===== src/rtl/speed_monitor_defs.svh =====
// constants of the dual channel speed monitor
`ifndef SPEED_MONITOR_DEFS_SVH
`define SPEED_MONITOR_DEFS_SVH

`define SM_CLK_HZ 100_000_000
`define SM_CYCLES_PER_MIN (64'd60 * 64'd100_000_000)
`define SM_STARTUP_MS 1500
`define SM_AGREE_MS 2000
`define SM_OPERATE_EXTRA_MS 2500
`define SM_RELEASE_LOW_MS 700
`define SM_RELEASE_HIGH_MS 350
`define SM_MIN_PULSE_US 1000
`define SM_FILTER_US (`SM_MIN_PULSE_US / 2)
`define SM_MAX_LPM 30000
`define SM_MS_CYCLES(ms) ((`SM_CLK_HZ / 1000) * (ms))
`define SM_US_CYCLES(us) ((`SM_CLK_HZ / 1_000_000) * (us))

// register offsets (byte addresses)
`define SM_REG_CTRL 8'h00
`define SM_REG_SET1 8'h04
`define SM_REG_SET2 8'h08
`define SM_REG_STATUS 8'h0C

// control fields
`define SM_CTRL_OVERSPEED 0
`define SM_CTRL_ADJUST 1
`define SM_CTRL_HIGH_RANGE 2
`define SM_CTRL_FIXED_LO 3
`define SM_CTRL_RESET 32'h0000_0000
// setting fields
`define SM_SET_SUB_LO 0
`define SM_SET_FINE_LO 8
`define SM_SET_RESET 32'h0000_8000

`endif


===== src/rtl/speed_monitor_pkg.sv =====
// types of the dual channel speed monitor
package speed_monitor_pkg;
	typedef enum logic [2:0] {
		ST_STARTUP = 3'b000,
		ST_IDLE = 3'b001,
		ST_ARM = 3'b011,
		ST_RUN = 3'b010,
		ST_SPLIT = 3'b110,
		ST_LOCKOUT = 3'b100,
		ST_BLOCKED = 3'b101
	} monitor_state_t;
endpackage : speed_monitor_pkg


===== src/rtl/pulse_filter.sv =====
// sensor input synchroniser, glitch filter and rising edge detect
`timescale 1ns/100ps
`default_nettype none
module pulse_filter #(
	parameter int FILTER_CYCLES = 50000
) (
	input wire logic clk_i,
	input wire logic rst_i,
	input wire logic pin_i,
	output logic rise_o
);
	logic sync_a;
	logic sync_b;
	logic level;
	logic next_level;
	logic [31:0] cnt;
	logic [31:0] next_cnt;
	logic next_rise;

	always_ff @(posedge clk_i) begin
		sync_a <= pin_i;
		sync_b <= sync_a;
	end

	// a level must hold half the least pulse time to count
	always_comb begin
		next_level = level;
		next_cnt = 32'h0000_0000;
		next_rise = 1'b0;
		if (sync_b != level) begin
			next_cnt = cnt + 32'h0000_0001;
			if (cnt >= 32'(FILTER_CYCLES - 1)) begin
				next_level = sync_b;
				next_cnt = 32'h0000_0000;
				next_rise = sync_b;
			end
		end
	end

	always_ff @(posedge clk_i) begin
		if (rst_i) begin
			level <= 1'b0;
			cnt <= 32'h0000_0000;
			rise_o <= 1'b0;
		end else begin
			level <= next_level;
			cnt <= next_cnt;
			rise_o <= next_rise;
		end
	end
endmodule : pulse_filter
`default_nettype wire


===== src/rtl/rate_channel.sv =====
// one channel: edge interval timing and operate/release delays
`timescale 1ns/100ps
`default_nettype none
module rate_channel #(
	parameter int OPERATE_CYCLES = 250000000,
	parameter int RELEASE_LOW_CYCLES = 70000000,
	parameter int RELEASE_HIGH_CYCLES = 35000000
) (
	input wire logic clk_i,
	input wire logic rst_i,
	input wire logic rise_i,
	input wire logic [39:0] thr_i,
	input wire logic overspeed_mode_i,
	input wire logic high_range_i,
	output logic below_o,
	output logic enable_o
);
	logic [39:0] cnt;
	logic [39:0] next_cnt;
	logic next_below;
	logic [31:0] dly;
	logic [31:0] next_dly;
	logic next_enable;
	logic [31:0] lim;

	always_comb begin
		next_cnt = cnt;
		next_below = below_o;
		if (rise_i) begin
			next_cnt = 40'h00_0000_0000;
			next_below = (cnt >= thr_i);
		end else if (cnt < thr_i) begin
			next_cnt = cnt + 40'h00_0000_0001;
		end else begin
			next_below = 1'b1;
		end
	end

	always_comb begin
		lim = 32'(OPERATE_CYCLES);
		if (overspeed_mode_i) begin
			lim = high_range_i ? 32'(RELEASE_HIGH_CYCLES)
				: 32'(RELEASE_LOW_CYCLES);
		end
		next_enable = enable_o;
		next_dly = 32'h0000_0000;
		if (enable_o != below_o) begin
			// operate is delayed in standstill mode, release in overspeed
			if (overspeed_mode_i == below_o) begin
				next_enable = below_o;
			end else begin
				next_dly = dly + 32'h0000_0001;
				if (dly >= lim - 32'h0000_0001) begin
					next_enable = below_o;
					next_dly = 32'h0000_0000;
				end
			end
		end
	end

	always_ff @(posedge clk_i) begin
		if (rst_i) begin
			cnt <= 40'h00_0000_0000;
			below_o <= 1'b0;
			dly <= 32'h0000_0000;
			enable_o <= 1'b0;
		end else begin
			cnt <= next_cnt;
			below_o <= next_below;
			dly <= next_dly;
			enable_o <= next_enable;
		end
	end
endmodule : rate_channel
`default_nettype wire


===== src/rtl/dual_channel_speed_monitor.sv =====
// two-channel speed/standstill monitor with wishbone registers
`timescale 1ns/100ps
`default_nettype none
`include "speed_monitor_defs.svh"
module dual_channel_speed_monitor
	import speed_monitor_pkg::*;
#(
	parameter logic [63:0] CYCLES_PER_MIN = `SM_CYCLES_PER_MIN,
	parameter int STARTUP_CYCLES = `SM_MS_CYCLES(`SM_STARTUP_MS),
	// agreement window scales with the start-up time
	parameter int AGREE_CYCLES = int'(64'(STARTUP_CYCLES) * `SM_AGREE_MS
		/ `SM_STARTUP_MS),
	parameter int OPERATE_CYCLES = `SM_MS_CYCLES(`SM_OPERATE_EXTRA_MS),
	parameter int RELEASE_LOW_CYCLES = `SM_MS_CYCLES(`SM_RELEASE_LOW_MS),
	parameter int RELEASE_HIGH_CYCLES =
		RELEASE_LOW_CYCLES / (`SM_RELEASE_LOW_MS / `SM_RELEASE_HIGH_MS),
	parameter int FILTER_CYCLES = `SM_US_CYCLES(`SM_FILTER_US)
) (
	input wire logic clk_i,
	input wire logic rst_i,
	input wire logic wb_cyc_i,
	input wire logic wb_stb_i,
	input wire logic wb_we_i,
	input wire logic [7:0] wb_adr_i,
	input wire logic [3:0] wb_sel_i,
	input wire logic [31:0] wb_dat_i,
	output logic [31:0] wb_dat_o,
	output logic wb_ack_o,
	input wire logic sensor_1_i,
	input wire logic sensor_2_i,
	input wire logic sensor_supply_ok_1_i,
	input wire logic sensor_supply_ok_2_i,
	input wire logic feedback_loop_terminal_b_i,
	output logic feedback_loop_terminal_a_o,
	output logic relay_drive_1_o,
	output logic relay_drive_2_o,
	output logic lamp_power_o,
	output logic lamp_ch1_o,
	output logic lamp_ch2_o
);
	////////////////////////////////////////////////////////////////////
	// rate table: lpm bounds, folded to periods at elaboration
	// 0..3 low build lower, 4..7 high build lower,
	// 8..15 the matching upper bounds, 16..19 fixed builds
	localparam int LPM_TBL [0:19] = '{
		8, 60, 450, 1800, 20, 120, 950, 3700,
		60, 450, 3600, 14000, 110, 900, 7000, 26000,
		15, 30, 60, 120};
	logic [39:0] per_tbl [0:19];

	genvar g;
	generate
		for (g = 0; g < 20; g++) begin : g_per
			assign per_tbl[g] = 40'(CYCLES_PER_MIN / 64'(LPM_TBL[g]));
		end
	endgenerate

	////////////////////////////////////////////////////////////////////
	// input synchronisers for supply sense and feedback loop
	logic [2:0] lvl_a;
	logic [2:0] lvl_b;
	logic [1:0] supply_ok;
	logic fb_closed;

	always_ff @(posedge clk_i) begin
		lvl_a <= {feedback_loop_terminal_b_i, sensor_supply_ok_2_i,
			sensor_supply_ok_1_i};
		lvl_b <= lvl_a;
	end
	assign supply_ok = lvl_b[1:0];
	assign fb_closed = lvl_b[2];

	////////////////////////////////////////////////////////////////////
	// wishbone slave: software config, latched at start-up
	logic [31:0] ctrl;
	logic [31:0] set1;
	logic [31:0] set2;
	logic [31:0] next_ctrl;
	logic [31:0] next_set1;
	logic [31:0] next_set2;
	logic [31:0] next_dat;
	logic next_ack;
	logic [31:0] lane_mask;
	logic [31:0] status;
	logic wr;

	monitor_state_t state;
	monitor_state_t next_state;
	logic [1:0] relay;
	logic [1:0] below;
	logic [1:0] ch_en;
	logic [31:0] act_ctrl;
	logic [31:0] act_set [0:1];

	always_comb begin
		lane_mask = {{8{wb_sel_i[3]}}, {8{wb_sel_i[2]}},
			{8{wb_sel_i[1]}}, {8{wb_sel_i[0]}}};
		wr = wb_cyc_i & wb_stb_i & wb_we_i & ~wb_ack_o;
		next_ctrl = ctrl;
		next_set1 = set1;
		next_set2 = set2;
		if (wr && wb_adr_i == `SM_REG_CTRL) begin
			next_ctrl = (ctrl & ~lane_mask) | (wb_dat_i & lane_mask);
		end
		if (wr && wb_adr_i == `SM_REG_SET1) begin
			next_set1 = (set1 & ~lane_mask) | (wb_dat_i & lane_mask);
		end
		if (wr && wb_adr_i == `SM_REG_SET2) begin
			next_set2 = (set2 & ~lane_mask) | (wb_dat_i & lane_mask);
		end
		next_ack = wb_cyc_i & wb_stb_i & ~wb_ack_o;
		unique case (wb_adr_i)
			`SM_REG_CTRL: next_dat = ctrl;
			`SM_REG_SET1: next_dat = set1;
			`SM_REG_SET2: next_dat = set2;
			`SM_REG_STATUS: next_dat = status;
			default: next_dat = 32'h0000_0000;
		endcase
		if (!next_ack || wb_we_i) begin
			next_dat = 32'h0000_0000;
		end
	end

	always_ff @(posedge clk_i) begin
		if (rst_i) begin
			ctrl <= `SM_CTRL_RESET;
			set1 <= `SM_SET_RESET;
			set2 <= `SM_SET_RESET;
			wb_ack_o <= 1'b0;
			wb_dat_o <= 32'h0000_0000;
		end else begin
			ctrl <= next_ctrl;
			set1 <= next_set1;
			set2 <= next_set2;
			wb_ack_o <= next_ack;
			wb_dat_o <= next_dat;
		end
	end

	assign status = {20'h0_0000, state, below, relay, fb_closed,
		supply_ok, (state == ST_LOCKOUT), (state != ST_STARTUP)};

	////////////////////////////////////////////////////////////////////
	// per channel threshold and rate decision
	logic [1:0] rise;
	logic [1:0] sensor_pin;
	assign sensor_pin = {sensor_2_i, sensor_1_i};

	generate
		for (g = 0; g < 2; g++) begin : g_ch
			logic [2:0] idx;
			logic [39:0] per_lo;
			logic [39:0] per_hi;
			logic [47:0] span;
			logic [39:0] thr;

			// fine setting walks from the lower to the upper bound
			always_comb begin
				idx = {act_ctrl[`SM_CTRL_HIGH_RANGE],
					act_set[g][`SM_SET_SUB_LO +: 2]};
				per_lo = per_tbl[idx];
				per_hi = per_tbl[5'(idx) + 5'd8];
				span = 48'(per_lo - per_hi) *
					48'(act_set[g][`SM_SET_FINE_LO +: 8]);
				thr = per_lo - 40'(span >> 8);
				if (!act_ctrl[`SM_CTRL_ADJUST]) begin
					thr = per_tbl[5'(act_ctrl[`SM_CTRL_FIXED_LO +: 2])
						+ 5'd16];
				end
			end

			pulse_filter #(
				.FILTER_CYCLES(FILTER_CYCLES)
			) u_filter (
				.clk_i(clk_i),
				.rst_i(rst_i),
				.pin_i(sensor_pin[g]),
				.rise_o(rise[g])
			);

			rate_channel #(
				.OPERATE_CYCLES(OPERATE_CYCLES),
				.RELEASE_LOW_CYCLES(RELEASE_LOW_CYCLES),
				.RELEASE_HIGH_CYCLES(RELEASE_HIGH_CYCLES)
			) u_rate (
				.clk_i(clk_i),
				.rst_i(rst_i | (state == ST_STARTUP)),
				.rise_i(rise[g]),
				.thr_i(thr),
				.overspeed_mode_i(act_ctrl[`SM_CTRL_OVERSPEED]),
				.high_range_i(act_ctrl[`SM_CTRL_HIGH_RANGE]),
				.below_o(below[g]),
				.enable_o(ch_en[g])
			);
		end
	endgenerate

	////////////////////////////////////////////////////////////////////
	// start-up, agreement and lockout sequencing
	logic [31:0] tmr;
	logic [31:0] next_tmr;
	logic [1:0] en_ok;
	logic [1:0] next_relay;
	logic [31:0] next_act_ctrl;
	logic [31:0] next_act_set [0:1];

	// a lost sensor supply removes that channel at once
	assign en_ok = ch_en & supply_ok;

	always_comb begin
		next_state = state;
		next_tmr = tmr + 32'h0000_0001;
		next_relay = 2'b00;
		next_act_ctrl = act_ctrl;
		next_act_set[0] = act_set[0];
		next_act_set[1] = act_set[1];
		unique case (state)
			ST_STARTUP: begin
				if (tmr >= 32'(STARTUP_CYCLES - 1)) begin
					next_tmr = 32'h0000_0000;
					next_act_ctrl = ctrl;
					next_act_set[0] = set1;
					next_act_set[1] = set2;
					next_state = fb_closed ? ST_IDLE : ST_LOCKOUT;
				end
			end
			ST_IDLE: begin
				next_tmr = 32'h0000_0000;
				// open loop means external contacts still welded
				if (fb_closed && en_ok == 2'b11) begin
					next_state = ST_RUN;
					next_relay = 2'b11;
				end else if (fb_closed && en_ok != 2'b00) begin
					next_state = ST_ARM;
				end
			end
			ST_ARM: begin
				if (en_ok == 2'b11) begin
					next_state = ST_RUN;
					next_relay = 2'b11;
				end else if (en_ok == 2'b00) begin
					next_state = ST_IDLE;
				end else if (tmr >= 32'(AGREE_CYCLES - 1)) begin
					next_state = ST_BLOCKED;
				end
			end
			ST_RUN: begin
				next_tmr = 32'h0000_0000;
				next_relay = en_ok;
				if (en_ok == 2'b00) begin
					next_state = ST_IDLE;
				end else if (en_ok != 2'b11) begin
					next_state = ST_SPLIT;
				end
			end
			ST_SPLIT: begin
				// a dropped channel may not come back on its own
				next_relay = relay & en_ok;
				if (next_relay == 2'b00) begin
					next_state = ST_IDLE;
				end else if (tmr >= 32'(AGREE_CYCLES - 1)) begin
					next_state = ST_LOCKOUT;
					next_relay = 2'b00;
				end
			end
			ST_BLOCKED: begin
				if (en_ok == 2'b00) begin
					next_state = ST_IDLE;
				end
			end
			ST_LOCKOUT: begin
				next_tmr = 32'h0000_0000;
			end
			default: begin
				next_state = ST_LOCKOUT;
			end
		endcase
	end

	always_ff @(posedge clk_i) begin
		if (rst_i) begin
			state <= ST_STARTUP;
			tmr <= 32'h0000_0000;
			relay <= 2'b00;
			act_ctrl <= `SM_CTRL_RESET;
			act_set[0] <= `SM_SET_RESET;
			act_set[1] <= `SM_SET_RESET;
			relay_drive_1_o <= 1'b0;
			relay_drive_2_o <= 1'b0;
			lamp_ch1_o <= 1'b0;
			lamp_ch2_o <= 1'b0;
			lamp_power_o <= 1'b0;
			feedback_loop_terminal_a_o <= 1'b0;
		end else begin
			state <= next_state;
			tmr <= next_tmr;
			relay <= next_relay;
			act_ctrl <= next_act_ctrl;
			act_set[0] <= next_act_set[0];
			act_set[1] <= next_act_set[1];
			relay_drive_1_o <= next_relay[0];
			relay_drive_2_o <= next_relay[1];
			// channel lamp is on exactly when its relay drive is on
			lamp_ch1_o <= next_relay[0];
			lamp_ch2_o <= next_relay[1];
			lamp_power_o <= 1'b1;
			feedback_loop_terminal_a_o <= 1'b1;
		end
	end
endmodule : dual_channel_speed_monitor
`default_nettype wire


===== config.mk =====
export PLATFORM = sky130hd
export DESIGN_NAME = dual_channel_speed_monitor
export DESIGN_NICKNAME = d
export VERILOG_FILES = /design/src/rtl/speed_monitor_pkg.sv /design/src/rtl/pulse_filter.sv /design/src/rtl/rate_channel.sv /design/src/rtl/dual_channel_speed_monitor.sv
export VERILOG_INCLUDE_DIRS = /design/src /design/src/rtl
export SDC_FILE = /design/constraint.sdc
export NUM_CORES = 2
export LEC_CHECK = 0
export ABC_AREA = 1
export BUFFER_PORTS_ARGS = -buffer_cell sky130_fd_sc_hd__clkbuf_2
export CORE_MARGIN = 1
export CORE_UTILIZATION = 62
export CTS_BUF_LIST = sky130_fd_sc_hd__clkbuf_16
export CTS_CLUSTER_DIAMETER = 120
export DETAILED_ROUTE_END_ITERATION = 10
export HOLD_SLACK_MARGIN = 0.03
export PLACE_DENSITY = 0.79
export SYNTH_ARGS = -nofsm -noshare
export SYNTH_HDL_FRONTEND = slang
export SYNTH_SLANG_ARGS = --single-unit

===== constraint.sdc =====
create_clock -name clk_i -period 14.2 [get_ports clk_i]
set_clock_uncertainty 0.1 [all_clocks]
set_input_delay 3.55 -clock clk_i [delete_from_list [all_inputs] [get_ports clk_i]]
set_output_delay 3.55 -clock clk_i [all_outputs]
set_load 0.005 [all_outputs]

==> results.toml <==
[synthesis]
synth_edf_count = 0
synthXorXnorAreaFrac = 0.0481
yosysWarnings = 0
synth_ff_type = "dfxtp_1"
ys_seq_elements = 418
synthesis.area_um2 = 50700
synth_area_per_cell_um2 = 6.92
ys_async_sr_fraction = 0
synth_top_family_by_area = "adder cells"
synthCells = 7336
synthSimpleGateAreaFrac = 0.246
synth_compound_area_frac = 0.123
seq_area_frac_synth = 0.165
yosys.area_share.adder = 0.299
synth_mux_area_frac = 0
synth_cell_types = 70

[place]
placed_cells = 8394
hpwl_um = 130000
gp_congestion = 1.05
numPortBuffers = 92

[worst_setup_path]
path_class = "flip-flop to flip-flop"
crit_end = "g_ch[1].u_rate.cnt[11]"
r2r_setup_slack_ns = 1.15
critPathMaxStageDelay_ns = 0.84
worst_r2r_path_depth = 50
cp_max_fo = 38
reg2reg_from = "act_set[0][33]"
crit_path_frequent_cell = "nand2_1"
crit_slowest_cell = "nand3_1"
arrival_ns = 13.48
required_ns = 14.63
crit_path_start = "act_set[0][33]"
start_kind = "flip-flop"
endpoint_kind = "flip-flop"
reg2reg_to = "g_ch[1].u_rate.cnt[11]"

[floorplan]
io_pins = 93
die_x_um = 288
core_region_area_um2 = 80800
row_count = 104
initial_core_util = 0.628
die_h_um = 288
dieArea_um2 = 83000

[sta]
finalSetupTns_ns = 0
fin_crit_sh = 0.919
maxSlewViolCount = 0
setup_viol = 0
maxSlewHeadroom = 0.167
fmax_mhz = 76.6
rsz0062_at_grt = "no"
period_minus_slack_ns = 13.05
hold_violations = 0
tightest_slew_ns = 1.24

[clock_tree]
clk_latency_ns = 0.62
cts_max_level = 2
ctsResizeCount = 0
clock_sinks = 418
postCtsSetupBuffers = 0
cts_max_path_buffers = 3
cts_buffers = 48
cts-root-buf = "clkbuf_16"
cts_tree = "yes"
cts_hold_buffers = 0
path_clk_slew_ns = 0.06

[power]
power_leakage_uw = 0.0259
peakVddDrop_mv = 0.104
power.density_nw_per_um2 = 48.6

[grt]
grt_pass1_wl_um = 253000
grtUsageTotal = 0.385
grt_overflow = 0
grt_pass1_vias = 47419
grt_max_degree = 70
antenna_found_initial = 2

[hold_path]
worstHoldPathType = "flip-flop to flip-flop"

[routing]
wl_met2_um = 70400
wl_met3_um = 15600
ant_nets = 0
first_pass_iters = 6
drc_errors = 0
post_drt_wl_per_cell_um = 18.7
via_per_inst = 5.74
m1WireLength_um = 66700
dr.first_iter.drc_count = 4567
vias = 48651
highest_layer = "met4"
routed_wl_um = 159000

[layout]
area.growth.synth_to_final_pct = 6.27
nets = 8356
drive_above_1_share = 0.0402
final_cell_mix = "nand2_1 (1,408), inv_1 (1,390), nor2_1 (959)"
fillCellCount = 7311
layout_commonest_cell = "nand2_1"
fin_cells = 8482

[flow_run]
drv_cap = 0

[status]
status = "complete, no violations"
## stage by stage
stage | utilization | hold slack, ns | worst slack (ns) | area, um2 | power, uW
finish | 0.667 | 0.231 | 1.15 | 53900 | 2620
global route | 0.667 | 0.241 | 0.177 | 53900 | 2700
global placement | 0.647 | 0.211 | 1.42 | 52300 | 1350
floorplan | - | 0.210 | 3.99 | 50900 | 1300
detailed placement | 0.647 | 0.222 | 1.51 | 52300 | 1350
CTS | 0.667 | 0.234 | 1.42 | 53900 | 2630
## cells in the mapped netlist (all sizes together) (27+ instances only)
cell type  number  area share
nor4           63      0.0084
dfxtp         418        0.16
or2            32      0.0040
xnor2          93       0.017
xor2          177       0.031
nand3         248       0.025
ha            426        0.11
a21oi         577       0.057
inv          1407        0.10
buf            28      0.0032
nor2          965       0.072
nand2        1426        0.11
o21bai         27      0.0042
clkbuf        137       0.010
o21ai         378       0.038
o22ai          31      0.0038
nor3          117       0.012
fa            492        0.19
a31oi          39      0.0048
nand4          91       0.011
## worst max-delay path, delay by kind of cell, from the launching register on
kind / cells / cell delay, ns
compound gates: 17 / 3.87
fa+ha+maj: 9 / 3.72
simple gates: 14 / 2.38
buf+inv: 8 / 1.45
xor+xnor: 2 / 0.71
flops: 1 / 0.71
## worst min path at each step
stage	from	to	slack, ns	cells past startpoint
2_1_floorplan	g_ch[0].u_filter.sync_a	g_ch[0].u_filter.sync_b	0.21	0
3_3_place_gp	lvl_a[2]	lvl_b[2]	0.21	0
3_5_place_dp	lvl_a[1]	lvl_b[1]	0.22	0
4_1_cts	lvl_a[2]	lvl_b[2]	0.23	0
5_1_grt	g_ch[0].u_filter.sync_a	g_ch[0].u_filter.sync_b	0.24	0
6_report	lvl_a[2]	lvl_b[2]	0.23	0
## power by group
part           switching (uW)  total (uW)  internal (uW)  leakage, uW
Clock                     540        1290            753     0.000833
Sequential               12.6        1200           1190      0.00339
Combinational            94.9         124           29.1       0.0217
Total                     647        2620           1970       0.0259
## cells by family (layout without fill, tap and decap cells)
kind of cell    count (synthesis)  in the layout
simple gates                 2994           2994
buf+inv                      1587           1634
compound gates               1148           1148
xor+xnor                      270            270
flops                         418            418
fa+ha+maj                     918            918
other cells                     1             40
## area by class of cell
class,count,area [um2],share of cell area
flip-flops and latches,418,8370,0.155
clock inverters,38,450,0.00835
inverters,1422,5350,0.0992
clock buffers,48,1200,0.0223
repair buffers,126,716,0.0133
diodes,2,5.00,0.0000928
multi-input cells,5368,36500,0.677
well taps,1060,1330,0.0246
## routing by layer
| layer | up-vias | track usage |
|---|---|---|
| met4 | 0 | 0.140 |
| met2 | 2276 | 0.610 |
| met1 | 22912 | 0.518 |
| met3 | 341 | 0.0786 |
| li1 | 23122 | - |
| met5 | - | 0 |
(Power assumes the default switching activity.)
